## src/rail_monitor_pkg.sv

```systemverilog
package rail_monitor_pkg;

  // Register offsets on the serial control port.
  localparam logic [7:0] LINEAR_RAIL_CONFIG_ADDR = 8'h24;
  localparam logic [7:0] BUCK_A_UNDER_ADDR = 8'h25;
  localparam logic [7:0] BUCK_A_OVER_ADDR = 8'h26;
  localparam logic [7:0] BUCK_B_UNDER_ADDR = 8'h27;
  localparam logic [7:0] BUCK_B_OVER_ADDR = 8'h28;

  // Reset values.
  localparam logic [7:0] LINEAR_RAIL_CONFIG_RST = 8'h0d;
  localparam logic [7:0] UNDER_MONITOR_RST = 8'h24;
  localparam logic [7:0] OVER_MONITOR_RST = 8'h50;

  // Field positions of the linear rail configuration register.
  localparam int LINEAR_ON_BIT = 0;
  localparam int LINEAR_SLOPE_LSB = 1;
  localparam int LINEAR_DISCHARGE_BIT = 3;
  localparam int LINEAR_USED_BITS = 4;

  // Field positions of the monitor registers.
  localparam int THRESHOLD_LSB = 5;
  localparam int UNDER_RISE_LSB = 3;
  localparam int UNDER_FALL_LSB = 0;
  localparam int OVER_RISE_LSB = 2;
  localparam int OVER_FALL_LSB = 0;

  // Timing: filter times are in microseconds, slopes in microseconds per volt.
  localparam int CLK_PERIOD_NS = 25;
  localparam int MICROSECOND_NS = 1000;
  localparam int CYCLES_PER_US = (MICROSECOND_NS + CLK_PERIOD_NS - 1) / CLK_PERIOD_NS;
  localparam logic [8:0] LONG_FILTER_BASE_US = 9'h020;
  localparam logic [8:0] SHORT_FILTER_UNIT_US = 9'h001;
  localparam logic [10:0] SLOPE_BASE_US_PER_V = 11'h0a0;
  localparam int FILTER_COUNT_W = 14;

  // Monitor register layouts.
  typedef struct packed {
    logic [2:0] threshold;
    logic [1:0] rise_filter;
    logic [2:0] fall_filter;
  } under_cfg_t;

  typedef struct packed {
    logic [2:0] threshold;
    logic [2:0] rise_filter;
    logic [1:0] fall_filter;
  } over_cfg_t;

  // Register access request from the serial control port.
  typedef struct packed {
    logic wr;
    logic rd;
    logic [7:0] addr;
    logic [7:0] wdata;
  } reg_req_t;

  // Trip points in tenths of a percent of the programmed voltage.
  typedef struct packed {
    logic [6:0] under_permille;
    logic [6:0] over_permille;
  } rail_limits_t;

  // Filtered comparator levels of one rail.
  typedef struct packed {
    logic under;
    logic over;
  } rail_fault_t;

endpackage : rail_monitor_pkg
```

## src/level_debounce.sv

```systemverilog
`timescale 1ns/1ps
`default_nettype none
module level_debounce
  import rail_monitor_pkg::*;
(
  input wire logic i_clk_sys,
  input wire logic i_rst_b,
  input wire logic i_clk_en,
  input wire logic i_level,
  input wire logic [FILTER_COUNT_W-1:0] i_rise_cycles,
  input wire logic [FILTER_COUNT_W-1:0] i_fall_cycles,
  output logic o_level
);

  logic level_reg;
  logic level_next;
  logic [FILTER_COUNT_W-1:0] cnt_reg;
  logic [FILTER_COUNT_W-1:0] cnt_next;
  logic [FILTER_COUNT_W-1:0] target;

  // A zero target means no filtering; otherwise the new level must hold for
  // the whole target time, and any return to the old level restarts the count.
  always_comb begin
    level_next = level_reg;
    cnt_next = '0;
    target = level_reg ? i_fall_cycles : i_rise_cycles;
    if (i_level != level_reg) begin
      if (target == '0) begin
        level_next = i_level;
      end else if (cnt_reg >= target - 1'b1) begin
        level_next = i_level;
      end else begin
        cnt_next = cnt_reg + 1'b1;
      end
    end
  end

  // State registers, frozen while the clock enable is low.
  always_ff @(posedge i_clk_sys) begin
    if (!i_rst_b) begin
      level_reg <= 1'b0;
      cnt_reg <= '0;
    end else if (i_clk_en) begin
      level_reg <= level_next;
      cnt_reg <= cnt_next;
    end
  end

  assign o_level = level_reg;

endmodule : level_debounce
`default_nettype wire

```

## src/rail_monitor_config.sv

```systemverilog
`timescale 1ns/1ps
`default_nettype none
module rail_monitor_config
  import rail_monitor_pkg::*;
#(
  parameter int US_CYCLES = CYCLES_PER_US
)
(
  input wire logic i_clk_sys,
  input wire logic i_rst_b,
  input wire logic i_clk_en,
  input wire reg_req_t i_reg_req,
  output logic [7:0] o_reg_rdata,
  output logic o_reg_rvalid,
  input wire logic i_sequencer_enable,
  input wire logic i_seq_linear_rail_on,
  input wire logic i_seq_linear_rail_discharge,
  input wire logic i_buck_a_under_raw,
  input wire logic i_buck_a_over_raw,
  input wire logic i_buck_b_under_raw,
  input wire logic i_buck_b_over_raw,
  output logic o_linear_rail_on,
  output logic o_linear_rail_discharge,
  output logic [10:0] o_linear_rail_ramp_slope,
  output rail_limits_t o_buck_a_limits,
  output rail_limits_t o_buck_b_limits,
  output rail_fault_t o_buck_a_fault,
  output rail_fault_t o_buck_b_fault
);

  // Short filter codes: 000 is a bypass, others are 2 us doubling per step.
  function automatic logic [8:0] short_filter_us(input logic [2:0] code);
    logic [8:0] us;
    us = '0;
    if (code != 3'h0) begin
      us = SHORT_FILTER_UNIT_US << code;
    end
    return us;
  endfunction : short_filter_us

  // Long filter codes: 32 us doubling per step, never a bypass.
  function automatic logic [8:0] long_filter_us(input logic [1:0] code);
    return LONG_FILTER_BASE_US << code;
  endfunction : long_filter_us

  // Microseconds to clock cycles of the system clock.
  function automatic logic [FILTER_COUNT_W-1:0] us_to_cycles(input logic [8:0] us);
    return FILTER_COUNT_W'(int'(us) * US_CYCLES);
  endfunction : us_to_cycles

  // Trip-point table shared by both windows; the sign is given by the side.
  function automatic logic [6:0] threshold_permille(input logic [2:0] code);
    logic [6:0] pm;
    case (code)
      3'h0: pm = 7'h1e;
      3'h1: pm = 7'h23;
      3'h2: pm = 7'h28;
      3'h3: pm = 7'h2d;
      3'h4: pm = 7'h32;
      3'h5: pm = 7'h3c;
      3'h6: pm = 7'h50;
      default: pm = 7'h64;
    endcase
    return pm;
  endfunction : threshold_permille

  // Configuration registers.
  logic [LINEAR_USED_BITS-1:0] linear_cfg_reg;
  logic [LINEAR_USED_BITS-1:0] linear_cfg_next;
  under_cfg_t a_under_reg;
  under_cfg_t a_under_next;
  over_cfg_t a_over_reg;
  over_cfg_t a_over_next;
  under_cfg_t b_under_reg;
  under_cfg_t b_under_next;
  over_cfg_t b_over_reg;
  over_cfg_t b_over_next;
  logic [7:0] rdata_reg;
  logic [7:0] rdata_next;
  logic rvalid_reg;
  logic rvalid_next;

  // Register writes; only the addressed register changes, so each monitor
  // register instance steers its own rail and nothing else.
  always_comb begin
    linear_cfg_next = linear_cfg_reg;
    a_under_next = a_under_reg;
    a_over_next = a_over_reg;
    b_under_next = b_under_reg;
    b_over_next = b_over_reg;
    if (i_reg_req.wr) begin
      case (i_reg_req.addr)
        LINEAR_RAIL_CONFIG_ADDR: begin
          linear_cfg_next = i_reg_req.wdata[LINEAR_USED_BITS-1:0];
        end
        BUCK_A_UNDER_ADDR: a_under_next = under_cfg_t'(i_reg_req.wdata);
        BUCK_A_OVER_ADDR: a_over_next = over_cfg_t'(i_reg_req.wdata);
        BUCK_B_UNDER_ADDR: b_under_next = under_cfg_t'(i_reg_req.wdata);
        BUCK_B_OVER_ADDR: b_over_next = over_cfg_t'(i_reg_req.wdata);
        default: begin
        end
      endcase
    end
  end

  // Register reads answer one cycle after the strobe; unmapped reads give zero.
  always_comb begin
    rdata_next = rdata_reg;
    rvalid_next = i_reg_req.rd;
    if (i_reg_req.rd) begin
      case (i_reg_req.addr)
        LINEAR_RAIL_CONFIG_ADDR: begin
          rdata_next = {{(8 - LINEAR_USED_BITS){1'b0}}, linear_cfg_reg};
        end
        BUCK_A_UNDER_ADDR: rdata_next = a_under_reg;
        BUCK_A_OVER_ADDR: rdata_next = a_over_reg;
        BUCK_B_UNDER_ADDR: rdata_next = b_under_reg;
        BUCK_B_OVER_ADDR: rdata_next = b_over_reg;
        default: rdata_next = 8'h00;
      endcase
    end
  end

  // Configuration and read-back registers.
  always_ff @(posedge i_clk_sys) begin
    if (!i_rst_b) begin
      linear_cfg_reg <= LINEAR_RAIL_CONFIG_RST[LINEAR_USED_BITS-1:0];
      a_under_reg <= under_cfg_t'(UNDER_MONITOR_RST);
      a_over_reg <= over_cfg_t'(OVER_MONITOR_RST);
      b_under_reg <= under_cfg_t'(UNDER_MONITOR_RST);
      b_over_reg <= over_cfg_t'(OVER_MONITOR_RST);
      rdata_reg <= 8'h00;
      rvalid_reg <= 1'b0;
    end else if (i_clk_en) begin
      linear_cfg_reg <= linear_cfg_next;
      a_under_reg <= a_under_next;
      a_over_reg <= a_over_next;
      b_under_reg <= b_under_next;
      b_over_reg <= b_over_next;
      rdata_reg <= rdata_next;
      rvalid_reg <= rvalid_next;
    end
  end

  assign o_reg_rdata = rdata_reg;
  assign o_reg_rvalid = rvalid_reg;

  // The comparators are analog and asynchronous, so each passes two flops.
  // Bit order: 0 a-under, 1 a-over, 2 b-under, 3 b-over.
  logic [3:0] raw_in;
  logic [3:0] sync1_reg;
  logic [3:0] sync2_reg;

  assign raw_in = {i_buck_b_over_raw, i_buck_b_under_raw, i_buck_a_over_raw,
                   i_buck_a_under_raw};

  // Two-stage synchroniser; the first stage feeds only the second.
  always_ff @(posedge i_clk_sys) begin
    if (!i_rst_b) begin
      sync1_reg <= 4'h0;
      sync2_reg <= 4'h0;
    end else if (i_clk_en) begin
      sync1_reg <= raw_in;
      sync2_reg <= sync1_reg;
    end
  end

  // Filter times per comparator, decoded from each rail's own register.
  logic [FILTER_COUNT_W-1:0] rise_cycles [4];
  logic [FILTER_COUNT_W-1:0] fall_cycles [4];
  logic [3:0] filtered;

  always_comb begin
    rise_cycles[0] = us_to_cycles(long_filter_us(a_under_reg.rise_filter));
    fall_cycles[0] = us_to_cycles(short_filter_us(a_under_reg.fall_filter));
    rise_cycles[1] = us_to_cycles(short_filter_us(a_over_reg.rise_filter));
    fall_cycles[1] = us_to_cycles(long_filter_us(a_over_reg.fall_filter));
    rise_cycles[2] = us_to_cycles(long_filter_us(b_under_reg.rise_filter));
    fall_cycles[2] = us_to_cycles(short_filter_us(b_under_reg.fall_filter));
    rise_cycles[3] = us_to_cycles(short_filter_us(b_over_reg.rise_filter));
    fall_cycles[3] = us_to_cycles(long_filter_us(b_over_reg.fall_filter));
  end

  // One debounce filter per comparator.
  for (genvar g = 0; g < 4; g++) begin : g_filter
    level_debounce u_debounce (
      .i_clk_sys(i_clk_sys),
      .i_rst_b(i_rst_b),
      .i_clk_en(i_clk_en),
      .i_level(sync2_reg[g]),
      .i_rise_cycles(rise_cycles[g]),
      .i_fall_cycles(fall_cycles[g]),
      .o_level(filtered[g])
    );
  end

  // Output stage registers.
  logic rail_on_reg;
  logic rail_on_next;
  logic discharge_reg;
  logic discharge_next;
  logic [10:0] slope_reg;
  logic [10:0] slope_next;
  rail_limits_t a_limits_reg;
  rail_limits_t a_limits_next;
  rail_limits_t b_limits_reg;
  rail_limits_t b_limits_next;
  rail_fault_t a_fault_reg;
  rail_fault_t a_fault_next;
  rail_fault_t b_fault_reg;
  rail_fault_t b_fault_next;

  // While the sequencer runs it owns the enable and discharge controls; the
  // register bits keep their value and take over again once it stops.
  always_comb begin
    if (i_sequencer_enable) begin
      rail_on_next = i_seq_linear_rail_on;
      discharge_next = i_seq_linear_rail_discharge;
    end else begin
      rail_on_next = linear_cfg_reg[LINEAR_ON_BIT];
      discharge_next = linear_cfg_reg[LINEAR_DISCHARGE_BIT];
    end
    slope_next = SLOPE_BASE_US_PER_V << linear_cfg_reg[LINEAR_SLOPE_LSB +: 2];
    a_limits_next.under_permille = threshold_permille(a_under_reg.threshold);
    a_limits_next.over_permille = threshold_permille(a_over_reg.threshold);
    b_limits_next.under_permille = threshold_permille(b_under_reg.threshold);
    b_limits_next.over_permille = threshold_permille(b_over_reg.threshold);
    a_fault_next.under = filtered[0];
    a_fault_next.over = filtered[1];
    b_fault_next.under = filtered[2];
    b_fault_next.over = filtered[3];
  end

  // Data outputs come from flops, which adds one cycle of latency to each.
  always_ff @(posedge i_clk_sys) begin
    if (!i_rst_b) begin
      rail_on_reg <= 1'b0;
      discharge_reg <= 1'b0;
      slope_reg <= '0;
      a_limits_reg <= '0;
      b_limits_reg <= '0;
      a_fault_reg <= '0;
      b_fault_reg <= '0;
    end else if (i_clk_en) begin
      rail_on_reg <= rail_on_next;
      discharge_reg <= discharge_next;
      slope_reg <= slope_next;
      a_limits_reg <= a_limits_next;
      b_limits_reg <= b_limits_next;
      a_fault_reg <= a_fault_next;
      b_fault_reg <= b_fault_next;
    end
  end

  assign o_linear_rail_on = rail_on_reg;
  assign o_linear_rail_discharge = discharge_reg;
  assign o_linear_rail_ramp_slope = slope_reg;
  assign o_buck_a_limits = a_limits_reg;
  assign o_buck_b_limits = b_limits_reg;
  assign o_buck_a_fault = a_fault_reg;
  assign o_buck_b_fault = b_fault_reg;

endmodule : rail_monitor_config
`default_nettype wire

```

## config.mk

```make
export PLATFORM = sky130hd
export DESIGN_NAME = rail_monitor_config
export DESIGN_NICKNAME = d
export VERILOG_FILES = /design/src/rail_monitor_pkg.sv /design/src/level_debounce.sv /design/src/rail_monitor_config.sv
export SDC_FILE = /design/constraint.sdc
export NUM_CORES = 1
export LEC_CHECK = 0
export BUFFER_PORTS_ARGS = -buffer_cell sky130_fd_sc_hd__buf_2
export CORE_MARGIN = 2
export CORE_UTILIZATION = 50
export CTS_CLUSTER_SIZE = 8
export DETAILED_ROUTE_END_ITERATION = 10
export PLACE_DENSITY = 0.77
export SLEW_MARGIN = 10
export SYNTH_ARGS = -nofsm -noshare
export SYNTH_HDL_FRONTEND = slang
export SYNTH_HIERARCHICAL = 1
export SYNTH_SLANG_ARGS = --single-unit
```

## constraint.sdc

```tcl
create_clock -name i_clk_sys -period 4.85 [get_ports i_clk_sys]
set_input_delay 0.485 -clock i_clk_sys [delete_from_list [all_inputs] [get_ports i_clk_sys]]
set_output_delay 0.485 -clock i_clk_sys [all_outputs]
set_load 0.01 [all_outputs]
```

==> reports/metrics.cfg <==
[cts]
tritoncts = done
numCtsBuffers = 17
clockBufferDepth = 2
htree_levels = 4
clk_pin_slew_ns = 0.08
clock-root-buffer = clkbuf_16
clock_sinks = 153
clock_latency_ns = 0.44
cts_hold_buf = 0

[critical_path]
startpoint = a_over_reg[2]
timing.rr.start = a_over_reg[2]
cp_max_fo = 10
end_kind = flop
slowest_stage = or4b_4
cpLargestDelayFamily = simple AND/OR/NAND/NOR gates
cp.depth = 20
r2r_cells = 20
start_kind = flop
cp_num_buf_inv = 2
r2r_setup_slack_ns = 0.12
path_cells = nor3b_4 -> ha_1 -> ha_1 -> fa_1 -> a21o_1 -> a21oi_2 -> xnor2_1 -> mux2i_1 -> nand2_1 -> or4b_4 -> or3_1 -> nand3_1 -> o21ai_1 -> ha_1 -> nor2b_1 -> nor4_4 -> buf_4 -> clkbuf_4 -> nand3_1 -> a31oi_1
required_ns = 5.22
reg2reg_to = g_filter[1].u_debounce/cnt_reg[4]
critPathCapture = g_filter[1].u_debounce/cnt_reg[4]
worstPathArrival_ns = 5.11
path_common_cell = ha_1
cp_slowest_stage_delay_ns = 0.53
critical_path_class = reg -> reg

[routing]
vias_per_cell = 5.59
drt_iter0_markers = 612
drc = 0
vias = 10900
wirelength_um = 28700
drt-wirelength-per-cell_um = 14.7
drtAntennaViolNets = 0
first_pass_iters = 5

[synth]
ys_seq_area_frac = 0.251
ys.flop_type = dfxtp_1
synthArstFlopShare = 0
syn_area_mm2 = 0.0122
synth_top_area_share = 0.251
synth.distinct_cells = 71
synth_edf_count = 0
yosys-top-cells-area = dfxtp_1 25%, ha_1 9.6%, mux2i_1 8.5%, nand2_1 4.5%, nor2b_1 4.1%
synth_largest_area_cell = dfxtp_1
syn_avg_cell_area_um2 = 8.40
ys_seq_elements = 153
syn-instance-count = 1451
ys_warn_count = 6

[grt]
antenna_found_initial = 1
grt_max_degree = 117
grt_usage = 0.219
grt_pass1_wl_um = 47500
gr-total-overflow = 0
grt_pass1_vias = 10000

[floorplanning]
die_h_um = 160
rows = 57
die_width_um = 160
dieArea_mm2 = 0.0257
pin_count = 82
core_mm2 = 0.0241
start_util = 0.506

[timing]
finalHoldViolations = 0
fin_skew_ns = 0.00914
tightest_slew_ns = 1.11
slew-limit-headroom = 0.259
period_share = 0.976
fin_tns_setup_ns = 0
drv_slew = 0
fmax_ghz = 0.211
hold_ws_ns = 0.301
period_needed_ns = 4.73
setup_viol = 0
setup_slack_ns = 0.116

[job]
maxCapViolations = 0

[placed_design]
placed_cells = 1912
dp_slack_ns = -0.0185
place.gp.congestion = 0.838
port_buffers = 76
hpwl_um = 20100

[finish]
seqCellArea_mm2 = 0.00307
largest_reg_flops = 56
areaGrowthSynthToFinish_pct = 15.5
finish.utilization = 0.584
finalNonFillerCells = 1956
drive_above_1_share = 0.135
fillers = 2114
diodes = 0
multi_input_area_mm2 = 0.00919
most-common-layout-cells = 148 x dfxtp_1, 145 x nand2_1, 121 x conb_1
nNetsFinal = 1745
layout_commonest_cell = dfxtp_1

[run_status]
status = finished, final reports clean

[power]
p_leak_nw = 5.72
powerDensity_mw_per_mm2 = 208
ir_drop_mv = 0.190

[hold_path]
hold_start = i_buck_a_over_raw
min_path_type = in -> reg

## per-layer routing
| metal | part of all wire | GRT usage |
|---|---|---|
| met1 | 0.46 | 0.288 |
| met4 | 0.018 | 0.0684 |
| met2 | 0.48 | 0.370 |
| met5 | 0 | 0 |
| met3 | 0.042 | 0.0353 |
## how the worst min path moves through the flow
stage,end,depth (start not counted)
6_report,sync1_reg[1],3
5_1_grt,sync1_reg[2],3
4_1_cts,sync1_reg[1],3
3_5_place_dp,o_buck_b_limits[13],2
3_3_place_gp,o_buck_b_limits[2],1
2_1_floorplan,linear_cfg_reg[0],2
## repair_timing
| item | 4_1_cts | 5_1_grt |
|---|---|---|
| gates cloned | 0 | 2 |
| setup endpoints to repair | 18 | 30 |
| buffers inserted | 0 | 10 |
| pin swaps | 0 | 8 |
| resized for setup | 3 | 32 |
## layout make-up
type | instances | share of cell area
clock inverters | 15 | 0.0143
inverters | 26 | 0.00693
clock buffers | 17 | 0.0302
multi-input cells | 1307 | 0.652
well taps | 324 | 0.0288
flip-flops and latches | 153 | 0.218
repair buffers | 114 | 0.0491
## Yosys cell counts, types with 8 or more instances
master,n
a21boi_0,12
a21boi_1,12
a21o_1,8
a21oi_1,58
a31oi_1,12
a32oi_1,8
and2_1,22
and3_1,19
and4b_1,15
buf_4,9
buf_6,10
clkbuf_1,57
dfxtp_1,153
ha_1,94
inv_1,23
mux2i_1,103
nand2_1,146
nand2b_1,17
nand3_1,92
nand4_1,36
nor2_1,72
nor2b_1,79
nor3_1,38
nor3b_1,27
nor4_1,9
o211a_1,9
o211ai_1,21
o21a_1,15
o21ai_0,33
o21ai_1,9
o311ai_1,19
or3_1,10
xnor2_1,31
xor2_1,54
## report_power, final
| part | total (W) | leakage, nW | switching (W) | internal, W |
|---|---|---|---|---|
| combinational | 0.000261 | 4.18 | 0.000164 | 0.0000967 |
| clock | 0.00139 | 0.302 | 0.000682 | 0.000710 |
| sequential | 0.00128 | 1.24 | 0.0000103 | 0.00127 |
| total | 0.00293 | 5.72 | 0.000856 | 0.00208 |
## kinds of logic (layout without fill, tap and decap cells)
family	Yosys count	in the layout	synth area share
XOR/XNOR	85	85	0.0611
AO/OA/AOI/OAI	250	250	0.141
other	1	121	0.000308
multiplexers	112	112	0.0968
flip-flops	153	153	0.251
AND/OR/NAND/NOR	640	641	0.303
buffers and inverters	112	172	0.0440
adder cells (fa/ha/maj)	98	98	0.103
## stage by stage
stage	instance area, µm²	total power [W]
3_3_place_gp	13200	0.00156
2_1_floorplan	12600	0.00149
4_1_cts	13900	0.00296
3_5_place_dp	13200	0.00156
5_1_grt	14100	0.00304
6_report	14100	0.00293
## worst min-delay path, delay by kind of cell
family	cells	cell delay [ns]
buffers and inverters	1	0.07
muxes	1	0.05
and+or+nand+nor	1	0.09
Note: power is estimated with default switching activity, not from simulation.
